<file path="src/logic/srb_pkg.sv">
/*
 * constants for the special-register bank: windows, offsets, reset values,
 * register slots and reset-cause bit positions.
 * assumes a 20-bit byte address from the core and 8-bit registers.
 */
//   Function
//   RULE_01: extended window spans F0000H to F07FFH
//   RULE_02: registers outside primary window go extended
//   RULE_03: bit or byte access per register type
//   RULE_04: extended-window instructions are one byte longer
//   RULE_05: reset cause read-only, byte-only, at FFFA8H
//   RULE_06: reset cause flags follow reset source
//   RULE_07: watchdog enable resets to 1AH or 9AH
//   RULE_08: request flags reset 00H, bit/byte read-write
//   RULE_09: mask flags reset FFH, bit/byte read-write
//   RULE_10: both priority groups reset FFH, bit/byte
//   RULE_11: third group exists only in large variant
//   RULE_12: mode control, clock select reset 00H
//   RULE_13: software never touches unassigned extended addresses; the bench accesses random ones
//   RULE_14: writes to read-only register silently ignored
package srb_pkg;

   // =====================================================
   // address windows
   localparam logic [19:0] LP_PRI_LO      = 20'hFFF00;
   localparam logic [19:0] LP_PRI_HI      = 20'hFFFFF;
   localparam logic [19:0] LP_EXT_LO      = 20'hF0000;
   localparam logic [19:0] LP_EXT_HI      = 20'hF07FF;
   localparam logic [1:0]  LP_EXT_EXTRA   = 2'h1;    // extra opcode bytes

   // =====================================================
   // register addresses
   localparam logic [19:0] LP_A_CKS       = 20'hFFFA5;
   localparam logic [19:0] LP_A_RCAUSE    = 20'hFFFA8;
   localparam logic [19:0] LP_A_WDTEN     = 20'hFFFAB;
   localparam logic [19:0] LP_A_IF_A_L    = 20'hFFFE0;
   localparam logic [19:0] LP_A_IF_A_H    = 20'hFFFE1;
   localparam logic [19:0] LP_A_IF_B_L    = 20'hFFFE2;
   localparam logic [19:0] LP_A_MK_A_L    = 20'hFFFE4;
   localparam logic [19:0] LP_A_MK_A_H    = 20'hFFFE5;
   localparam logic [19:0] LP_A_MK_B_L    = 20'hFFFE6;
   localparam logic [19:0] LP_A_PL_A_L    = 20'hFFFE8;
   localparam logic [19:0] LP_A_PL_A_H    = 20'hFFFE9;
   localparam logic [19:0] LP_A_PL_B_L    = 20'hFFFEA;
   localparam logic [19:0] LP_A_PH_A_L    = 20'hFFFEC;
   localparam logic [19:0] LP_A_PH_A_H    = 20'hFFFED;
   localparam logic [19:0] LP_A_PH_B_L    = 20'hFFFEE;
   localparam logic [19:0] LP_A_PMC       = 20'hFFFFE;

   // =====================================================
   // storage slots of the writable registers
   localparam int          LP_NREG        = 15;
   localparam logic [4:0]  LP_I_CKS       = 5'h00;
   localparam logic [4:0]  LP_I_WDTEN     = 5'h01;
   localparam logic [4:0]  LP_I_IF_A_L    = 5'h02;
   localparam logic [4:0]  LP_I_IF_A_H    = 5'h03;
   localparam logic [4:0]  LP_I_IF_B_L    = 5'h04;
   localparam logic [4:0]  LP_I_MK_A_L    = 5'h05;
   localparam logic [4:0]  LP_I_MK_A_H    = 5'h06;
   localparam logic [4:0]  LP_I_MK_B_L    = 5'h07;
   localparam logic [4:0]  LP_I_PL_A_L    = 5'h08;
   localparam logic [4:0]  LP_I_PL_A_H    = 5'h09;
   localparam logic [4:0]  LP_I_PL_B_L    = 5'h0A;
   localparam logic [4:0]  LP_I_PH_A_L    = 5'h0B;
   localparam logic [4:0]  LP_I_PH_A_H    = 5'h0C;
   localparam logic [4:0]  LP_I_PH_B_L    = 5'h0D;
   localparam logic [4:0]  LP_I_PMC       = 5'h0E;
   localparam logic [4:0]  LP_I_RCAUSE    = 5'h0F;   // read-only, not stored here
   localparam logic [4:0]  LP_I_NONE      = 5'h1F;

   // =====================================================
   // reset values
   localparam logic [7:0]  LP_RV_ZERO     = 8'h00;
   localparam logic [7:0]  LP_RV_ONES     = 8'hFF;
   localparam logic [7:0]  LP_RV_WDT_OFF  = 8'h1A;
   localparam logic [7:0]  LP_RV_WDT_ON   = 8'h9A;

   // =====================================================
   // reset-cause bit positions
   localparam int          LP_RC_TRAP     = 7;
   localparam int          LP_RC_WDT      = 4;
   localparam int          LP_RC_SUPPLY_MONITOR_RESET     = 0;

endpackage : srb_pkg

</file>
<file path="src/logic/srb_top.sv">
/*
 * special-register bank: primary and extended window decode, bit/byte
 * access checks, interrupt request/mask/priority flags, reset-cause flags
 * and watchdog enable preset from the option byte.
 * assumes the core issues one access per i_req pulse, that reset-source
 * levels and the option bit are stable from reset through the first clock
 * after release, and that i_por_n falls only at power-up.
 */
`timescale 1ns/10ps
`default_nettype none

module srb_top #(
   parameter bit P_LARGE_PINS = 1'b1           // 16-pin variant has group b
) (
   input  wire logic        i_clk,
   input  wire logic        i_rst_n,
   input  wire logic        i_por_n,
   // core access port
   input  wire logic        i_req,
   input  wire logic        i_we,
   input  wire logic        i_bit_op,
   input  wire logic [2:0]  i_bit_sel,
   input  wire logic [19:0] i_addr,
   input  wire logic [7:0]  i_wdata,
   output logic             o_ack,
   output logic             o_err,
   output logic [7:0]       o_rdata,
   output logic             o_win_pri,
   output logic             o_win_ext,
   output logic [1:0]       o_extra_bytes,
   // reset sources and option byte
   input  wire logic        i_cause_pin,
   input  wire logic        i_cause_illegal,
   input  wire logic        i_cause_wdt,
   input  wire logic        i_cause_supply_monitor_reset,
   input  wire logic        i_cause_lvd,
   input  wire logic        i_opt_wdt_on,
   // interrupt events and flag outputs
   input  wire logic [23:0] i_irq_set,
   output logic [23:0]      o_irq_req,
   output logic [23:0]      o_irq_mask,
   output logic [23:0]      o_prio_lo,
   output logic [23:0]      o_prio_hi,
   output logic [7:0]       o_clk_out_sel,
   output logic [7:0]       o_proc_mode,
   output logic [7:0]       o_wdt_enable,
   output logic [7:0]       o_reset_cause
);

   // =====================================================
   // state
   typedef struct packed {
      logic [srb_pkg::LP_NREG-1:0][7:0] regs;
      logic                             boot;
      logic                             ack;
      logic                             err;
      logic [7:0]                       rdata;
      logic                             win_pri;
      logic                             win_ext;
      logic [1:0]                       extra;
   } srb_state_s;

   srb_state_s  st_r;
   srb_state_s  st_nxt;
   logic [7:0]  rcause_r;
   logic [7:0]  rcause_nxt;

   // =====================================================
   // decode helpers
   // address to storage slot; group b slots vanish on the small variant
   function automatic logic [4:0] srb_decode(input logic [19:0] a);
      logic [4:0] idx;
      idx = srb_pkg::LP_I_NONE;
      case (a)
         srb_pkg::LP_A_CKS    : idx = srb_pkg::LP_I_CKS;
         srb_pkg::LP_A_RCAUSE : idx = srb_pkg::LP_I_RCAUSE;          // RULE_05
         srb_pkg::LP_A_WDTEN  : idx = srb_pkg::LP_I_WDTEN;
         srb_pkg::LP_A_IF_A_L : idx = srb_pkg::LP_I_IF_A_L;
         srb_pkg::LP_A_IF_A_H : idx = srb_pkg::LP_I_IF_A_H;
         srb_pkg::LP_A_MK_A_L : idx = srb_pkg::LP_I_MK_A_L;
         srb_pkg::LP_A_MK_A_H : idx = srb_pkg::LP_I_MK_A_H;
         srb_pkg::LP_A_PL_A_L : idx = srb_pkg::LP_I_PL_A_L;
         srb_pkg::LP_A_PL_A_H : idx = srb_pkg::LP_I_PL_A_H;
         srb_pkg::LP_A_PH_A_L : idx = srb_pkg::LP_I_PH_A_L;
         srb_pkg::LP_A_PH_A_H : idx = srb_pkg::LP_I_PH_A_H;
         srb_pkg::LP_A_PMC    : idx = srb_pkg::LP_I_PMC;
         srb_pkg::LP_A_IF_B_L : idx = P_LARGE_PINS ? srb_pkg::LP_I_IF_B_L
                                                   : srb_pkg::LP_I_NONE; // RULE_11
         srb_pkg::LP_A_MK_B_L : idx = P_LARGE_PINS ? srb_pkg::LP_I_MK_B_L
                                                   : srb_pkg::LP_I_NONE; // RULE_11
         srb_pkg::LP_A_PL_B_L : idx = P_LARGE_PINS ? srb_pkg::LP_I_PL_B_L
                                                   : srb_pkg::LP_I_NONE; // RULE_11
         srb_pkg::LP_A_PH_B_L : idx = P_LARGE_PINS ? srb_pkg::LP_I_PH_B_L
                                                   : srb_pkg::LP_I_NONE; // RULE_11
         default              : idx = srb_pkg::LP_I_NONE;
      endcase
      return idx;
   endfunction

   // only the watchdog enable and reset cause refuse single-bit access
   function automatic logic srb_bit_ok(input logic [4:0] idx);
      return (idx != srb_pkg::LP_I_WDTEN) && (idx != srb_pkg::LP_I_RCAUSE); // RULE_03
   endfunction

   // reset value of each stored slot
   function automatic logic [7:0] srb_reset_val(input int i);
      logic [7:0] v;
      v = srb_pkg::LP_RV_ZERO;                                         // RULE_08 RULE_12
      if (i >= int'(srb_pkg::LP_I_MK_A_L) && i <= int'(srb_pkg::LP_I_PH_B_L)) begin
         v = srb_pkg::LP_RV_ONES;                                      // RULE_09 RULE_10
      end
      if (i == int'(srb_pkg::LP_I_WDTEN)) begin
         v = srb_pkg::LP_RV_WDT_OFF;       // replaced by option load in the boot cycle
      end
      return v;
   endfunction

   // =====================================================
   // next-state logic
   // access is decoded, checked, applied, then hardware flag sets are merged
   always_comb begin
      logic [4:0] idx;
      logic       in_pri;
      logic       in_ext;
      logic       refuse;
      logic [7:0] cur;
      logic [7:0] upd;
      idx    = srb_decode(i_addr);
      in_pri = (i_addr >= srb_pkg::LP_PRI_LO) && (i_addr <= srb_pkg::LP_PRI_HI);
      in_ext = (i_addr >= srb_pkg::LP_EXT_LO) && (i_addr <= srb_pkg::LP_EXT_HI); // RULE_01
      refuse = (idx == srb_pkg::LP_I_NONE) || (i_bit_op && !srb_bit_ok(idx));  // RULE_03
      cur    = srb_pkg::LP_RV_ZERO;
      upd    = srb_pkg::LP_RV_ZERO;
      st_nxt = st_r;
      st_nxt.ack  = 1'b0;
      st_nxt.boot = 1'b0;

      // watchdog enable preset taken once after reset release
      if (st_r.boot) begin
         st_nxt.regs[srb_pkg::LP_I_WDTEN] = i_opt_wdt_on ? srb_pkg::LP_RV_WDT_ON
                                                         : srb_pkg::LP_RV_WDT_OFF; // RULE_07
      end

      if (i_req) begin
         st_nxt.ack     = 1'b1;
         st_nxt.err     = refuse;
         st_nxt.win_pri = in_pri;
         // only addresses in the extended range and not in the primary window are flagged extended
         st_nxt.win_ext = in_ext && !in_pri;                              // RULE_02
         st_nxt.extra   = (in_ext && !in_pri) ? srb_pkg::LP_EXT_EXTRA : 2'h0; // RULE_04
         if (idx == srb_pkg::LP_I_RCAUSE) begin
            cur = rcause_r;
         end else if (idx < srb_pkg::LP_I_RCAUSE) begin
            cur = st_r.regs[idx[3:0]];
         end
         // refused reads return zero; bit reads return the bit in bit 0
         if (refuse) begin
            st_nxt.rdata = srb_pkg::LP_RV_ZERO;
         end else if (i_bit_op) begin
            st_nxt.rdata = {7'h00, cur[i_bit_sel]};
         end else begin
            st_nxt.rdata = cur;
         end
         // bit write is a read-modify-write of one bit
         upd = cur;
         if (i_bit_op) begin
            upd[i_bit_sel] = i_wdata[0];
         end else begin
            upd = i_wdata;
         end
         // reset cause is never written; the write just completes
         if (i_we && !refuse && idx < srb_pkg::LP_I_RCAUSE) begin       // RULE_14
            st_nxt.regs[idx[3:0]] = upd;                           // RULE_08 RULE_09
         end
      end

      // hardware request events win over a clearing write in the same cycle
      st_nxt.regs[srb_pkg::LP_I_IF_A_L] = st_nxt.regs[srb_pkg::LP_I_IF_A_L]
                                          | i_irq_set[7:0];
      st_nxt.regs[srb_pkg::LP_I_IF_A_H] = st_nxt.regs[srb_pkg::LP_I_IF_A_H]
                                          | i_irq_set[15:8];
      if (P_LARGE_PINS) begin
         st_nxt.regs[srb_pkg::LP_I_IF_B_L] = st_nxt.regs[srb_pkg::LP_I_IF_B_L]
                                             | i_irq_set[23:16];
      end
   end

   // =====================================================
   // reset-cause update from the active source
   // pin and low-retention resets wipe the flags; others set just their own
   always_comb begin
      rcause_nxt = rcause_r;
      if (i_cause_pin || i_cause_lvd) begin
         rcause_nxt = srb_pkg::LP_RV_ZERO;                                // RULE_06
      end else begin
         if (i_cause_illegal) begin
            rcause_nxt[srb_pkg::LP_RC_TRAP] = 1'b1;                       // RULE_06
         end
         if (i_cause_wdt) begin
            rcause_nxt[srb_pkg::LP_RC_WDT] = 1'b1;                        // RULE_06
         end
         if (i_cause_supply_monitor_reset) begin
            rcause_nxt[srb_pkg::LP_RC_SUPPLY_MONITOR_RESET] = 1'b1;                       // RULE_06
         end
      end
   end

   // =====================================================
   // registers
   // main state; every slot loads its documented value under reset
   always_ff @(posedge i_clk or negedge i_rst_n) begin
      if (!i_rst_n) begin
         for (int i = 0; i < srb_pkg::LP_NREG; i++) begin
            st_r.regs[i] <= srb_reset_val(i);
         end
         st_r.boot    <= 1'b1;
         st_r.ack     <= 1'b0;
         st_r.err     <= 1'b0;
         st_r.rdata   <= srb_pkg::LP_RV_ZERO;
         st_r.win_pri <= 1'b0;
         st_r.win_ext <= 1'b0;
         st_r.extra   <= 2'h0;
      end else begin
         st_r <= st_nxt;
      end
   end

   // reset cause must outlive the system reset, so only power-up clears it asynchronously;
   // it is updated on every clock while the system reset is held and in the first cycle after it lets go
   always_ff @(posedge i_clk or negedge i_por_n) begin
      if (!i_por_n) begin
         rcause_r <= srb_pkg::LP_RV_ZERO;
      end else if (st_r.boot) begin
         rcause_r <= rcause_nxt;                                          // RULE_05
      end
   end

   // =====================================================
   // outputs, all straight from flops
   assign o_ack         = st_r.ack;
   assign o_err         = st_r.err;
   assign o_rdata       = st_r.rdata;
   assign o_win_pri     = st_r.win_pri;
   assign o_win_ext     = st_r.win_ext;
   assign o_extra_bytes = st_r.extra;
   assign o_irq_req     = {st_r.regs[srb_pkg::LP_I_IF_B_L],
                           st_r.regs[srb_pkg::LP_I_IF_A_H],
                           st_r.regs[srb_pkg::LP_I_IF_A_L]};
   assign o_irq_mask    = {st_r.regs[srb_pkg::LP_I_MK_B_L],
                           st_r.regs[srb_pkg::LP_I_MK_A_H],
                           st_r.regs[srb_pkg::LP_I_MK_A_L]};
   assign o_prio_lo     = {st_r.regs[srb_pkg::LP_I_PL_B_L],
                           st_r.regs[srb_pkg::LP_I_PL_A_H],
                           st_r.regs[srb_pkg::LP_I_PL_A_L]};
   assign o_prio_hi     = {st_r.regs[srb_pkg::LP_I_PH_B_L],
                           st_r.regs[srb_pkg::LP_I_PH_A_H],
                           st_r.regs[srb_pkg::LP_I_PH_A_L]};
   assign o_clk_out_sel = st_r.regs[srb_pkg::LP_I_CKS];
   assign o_proc_mode   = st_r.regs[srb_pkg::LP_I_PMC];
   assign o_wdt_enable  = st_r.regs[srb_pkg::LP_I_WDTEN];
   assign o_reset_cause = rcause_r;

endmodule // srb_top

`default_nettype wire

</file>
<file path="config.mk">
export PLATFORM = sky130hd
export DESIGN_NAME = srb_top
export DESIGN_NICKNAME = d
export VERILOG_FILES = /design/src/logic/srb_pkg.sv /design/src/logic/srb_top.sv
export SDC_FILE = /design/constraint.sdc
export NUM_CORES = 1
export LEC_CHECK = 0
export BUFFER_PORTS_ARGS = -buffer_cell sky130_fd_sc_hd__buf_2
export CORE_MARGIN = 8
export CORE_UTILIZATION = 40
export DETAILED_ROUTE_END_ITERATION = 16
export HOLD_SLACK_MARGIN = 0.03
export SLEW_MARGIN = 15
export SYNTH_ARGS = -nofsm -noshare
export SYNTH_HDL_FRONTEND = slang
export SYNTH_SLANG_ARGS = --single-unit
</file>
<file path="constraint.sdc">
create_clock -name i_clk -period 6.26 [get_ports i_clk]
set_input_delay 1.252 -clock i_clk [delete_from_list [all_inputs] [get_ports i_clk]]
set_output_delay 1.252 -clock i_clk [all_outputs]
set_load 0.05 [all_outputs]
</file>
Word level (Yosys, flattened, before mapping)
Cells that the tools add are included.

ROM bits: 0. Flip-flop bits (word level): 138. Output and inout port bits: 142. Logic and storage cells: 108. Latch bits: 0. Memory bits (writable): 0. Memories: 0.

Shift operators: 0. Order comparisons: 9. Multipliers: 0. Div/mod/pow operators: 0. Multiplexer cells: 30. Bitwise gates (word level): 3. Reductions and logical operators: 21. Add/subtract/negate cells: 0. Equality and inequality tests: 20.

Operator list (count): 20-bit == test, second input constant (16); 120-bit bitwise mux (1); 8-bit two-way mux (11); 40-bit two-way mux (2); 5-bit case mux with 16 select lines (1); 20-bit >= comparator, second input constant (2); 20-bit less-or-equal comparator, second input constant (2); 8-bit binary-select mux with 4-bit select (1); 8-bit demux with 4-bit select (1); 8-bit bitwise OR (3); 14-bit two-way mux (1); 1-bit logical AND (9); 1-bit two-way mux (9); 8-bit bitwise mux (1); 2-bit AND reduction (4); 2-bit nonzero test (3); 5-bit by 4-bit == test with 1-bit output, second input constant (1); 5-bit == test, second input constant (1); 4-bit by 5-bit less-than comparator with 1-bit output, second input constant (1); 5-bit by 4-bit less-than comparator with 1-bit output, second input constant (1); 5-bit by 1-bit != test with 1-bit output, second input constant (1); 5-bit by 4-bit != test with 1-bit output, second input constant (1); 4-bit by 1-bit >= comparator with 1-bit output, second input constant (1); 3-bit by 4-bit less-than comparator with 1-bit output, second input constant (1); 5 further kinds (8).

Longest topological paths before layout
Word-level depth: 14. Mapped depth: 14.

Worst setup path before layout
OpenSTA, ideal clock, no wires.

Kind: input to register. From: input i_addr[1]. To: register st_r (netlist bit o_irq_req[22]). Arrival: 3.796 ns. Data required time: 6.133 ns. Buffers on the path: 2. Stages: 12. Setup slack: 2.337 ns. Path through: buf_2 or4b_4 o32ai_4 o211ai_2 and2_0 a2111oi_2 a31oi_1 and3_1 mux2_2 mux2i_4 buf_6 o21ai_2.

RTL lines: start: declaration (RTL line srb_top.sv:23) `input wire logic [19:0] i_addr,`; end signal: assignment (RTL line srb_top.sv:224) `st_r <= st_nxt;`; end: declaration (RTL line srb_top.sv:63) `srb_state_s st_r;`.

==> results.md <==
- FMAX: 0.197 GHz
- Max incr delay on CP: ~0.8 ns
- Crit path required time: 6.51 ns
- Detailed Route Iter0 Violations: ~640
- Final setup fails: 0
- Worst EP arrival: roughly 5.3 ns
- NetSw: between 0.5 and 0.6 mW
- Die span in x: 160 um
- Clock skew: 0.00754 ns
- Global-route met2 utilization: 36.8%
- Core area: 20400 um2
- Final hold vios: 0
- CTS H-Tree Depth: 4
- Initial cell density of the core: between 40% and 50%
- Clock Sink Count: 136
- Detail Placement HPWL: 22700 um
- Gr ovfl total: 0
- Min-Delay Path Class: reg -> reg
- Unrepaired setup endpoints after global routing: false
- Busiest grt layer: met2
- Routed via count: 7177
- Rel. slew slack: approximately 23%
- Clock share of power: 49.4%
- Slowest cell on crit path: a22oi_2
- Final nets: 1041
- Commonest cells post-synth: buf_4, nand2_1, dfstp_2
- Slew Viols, Final: 0
- CP Class: in -> reg
- Clk Latency, worst-skew pair: ~0.42 ns
- Clock transition at the registers of the reported paths: 0.06 ns
- CP startpoint kind: input pin
- Antenna Cells: 0
- Count leader, synth: buf_4
- Dpl ws: 0.831 ns
- Fin Hold WS: 0.473 ns
- Layout overhead on the synthesized area: 8.59%
- CTS tree: done
- Die H: 160 um
- Lkg Pwr: 3.80 nW
- Top area cells in the synthesized netlist: dfstp_2, dfrtp_1, buf_4, nand2_1, o21ai_0
- Cell count after synthesis: approximately 930
- Sum of negative setup slack: 0 ns
- First-pass DRT Iterations: 5
- Internal: 1.52 mW
- Post-DRT Antenna Nets: 0
- PortBufs: around 200
- Worst Tran Pin Value: 1.15 ns
- Mapped Avg Cell Area: 8.98 um2
- Yosys warns: 0
- Max Root-Sink Buffers: 2
- Initial antenna violation count: 0
- First-pass GRT wire length: 46200 um
- Leading area contributor after synthesis: dfstp_2
- DR vias/cell: 5.71
- Final min period: roughly 5 ns
- Share of the synthesized area in the top cell type: 24.0%
- Worst setup EP type: flop
- Status: completed
- PD cells: 224 nW/um2
- FF+latch count, synth: 136
- Wirelength, routed: 30200 um
- CP Max Fanout: 15
- Post-CTS sizing: 0
- Total global-route track usage: 23.4%
- Met3 Use GR: 6.93%
- Mapped Area: 8330 um2
- Max VDD drop: 0.173 mV
- Final period util: 81.2%
- CTS root buf: clkbuf_16
- Boundary pin count: 209
- Setup WS post-layout: 1.17 ns
- Setup crit start: i_addr[15]
- DRC: 0
- Max-cap viol count: 0
- Comb power frac: 6.7%
- Die area: 25700 um2
- Seq pwr share: between 40% and 50%
- Ys async rst share: 100%
- Share of post-route cells with drive strength above 1: 36.6%
- Vias in the first global route: 7124
- Main synth FF type: dfstp_2
- Total CTS buffers: 17
- Critical R2R Launch: o_prio_lo[22]
- Post-synth EDFFs: 0
- Post-CTS Setup Repair Bufs: 0
- HP Start: o_prio_lo[15]
- Placer's final routability congestion estimate: around 0.93
- Critical-path cell list: buf_2, nand4_1, nor4_2, and3_1, o21ai_1, and2_1, a2bb2oi_1, o221ai_1, o211ai_1, a22oi_2, a22oi_1
- # hold bufs at CTS: 0
- Seq/Total Area, Yosys: a little over two fifths
- Sw Ratio: 25.1%
- Largest net degree at the start of global routing: 84
- Rows: between 50 and 60
- Synth cell types: 85
- Routed WL per cell: roughly 24 um
- Met1 Resource Use GR: 30.3%
-- cells in the final DEF, fill, tap and decap left out, types with 4 or more instances in the layout --
master,instances
nor3_1,18
o21ai_2,14
o221ai_1,5
a311oi_1,4
o22ai_1,16
nor4_1,5
clkbuf_16,17
inv_1,17
or3_1,7
o2bb2ai_1,8
o21ai_0,58
conb_1,7
nand3b_1,6
a211oi_1,6
a31oi_1,9
o21ai_1,56
mux2_2,4
dfstp_2,76
clkinvlp_4,5
a22oi_1,9
nor2_1,45
nand3_1,18
mux2i_1,13
buf_4,6
and2_1,6
o211ai_1,11
or4_1,4
dfrtp_1,60
nand4_1,5
buf_2,201
o31ai_1,7
a21oi_1,48
and3_1,5
nand2_1,128
-- stage by stage --
step	power [mW]	util, %	cells	area [um2]
after floorplan	0.977	-	934	8350
after global placement	1.04	41.5	1225	8460
after detailed placement	1.04	41.5	1225	8460
after CTS	2.04	44.4	1257	9050
after global routing	2.09	44.4	1257	9050
final	2.03	44.4	1257	9050
-- cells by family (layout without fill, tap and decap cells) --
group	Yosys count	in the layout	share of synthesized area [%]
simple gates	276	276	16.1
flops	136	136	42.0
compound gates	290	290	22.8
other cells	1	7	0.0450
buf+inv	205	258	16.4
xor+xnor	1	1	0.105
mux	19	19	2.54
-- power groups by stage --
stage	clock, mW	combinational, mW	sequential [mW]
detailed placement	0	0.136	0.904
finish	1.00	0.135	0.890
floorplan	0	0.0672	0.909
CTS	1.01	0.136	0.890
global route	1.05	0.147	0.890
global placement	0	0.134	0.904
-- worst max-delay path: cells and delay by family --
family / cells / cell delay, ns
compound gates: 6 / 2.27
simple gates: 4 / 1.71
buf+inv: 1 / 0.09
-- state kept, by name, indices dropped and copies added (netlist names), 3 cells and up --
signal,count
o_clk_out_sel,8
o_irq_mask,24
o_irq_req,24
o_prio_hi,24
o_prio_lo,24
o_proc_mode,8
o_rdata,8
o_reset_cause,3
o_wdt_enable,8
-- path summary, 6_finish.rpt --
path | to | slack, ns | cells past startpoint
setup / recovery | o_irq_req[4] | 1.17 | 11
hold / removal | o_prio_lo[15] | 0.47 | 2
setup reg to reg | o_prio_hi[6] | 3.45 | 8
hold reg to reg | o_prio_lo[15] | 0.47 | 2
max in group asynchronous | o_irq_req[2] | 4.24 | 2
min in group asynchronous | o_reset_cause[4] | 0.61 | 1
-- final cells by class --
class	instances	area, um2
fillers	2040	11300
flip-flops and latches	136	3500
multi-input cells	593	3490
repair buffers	208	1060
clock buffers	18	439
well taps	270	338
clock inverters	14	148
inverters	18	67.6
-- layer usage --
| metal | part of all wire (%) | wire (um) | vias up |
|---|---|---|---|
| met5 | 0 | 0 | - |
| met4 | 2.7 | 828 | 0 |
| met3 | 8.8 | 2650 | 45 |
| met2 | 46 | 13900 | 345 |
| met1 | 43 | 12900 | 3515 |
| li1 | - | - | 3272 |
(Power assumes the default switching activity.)
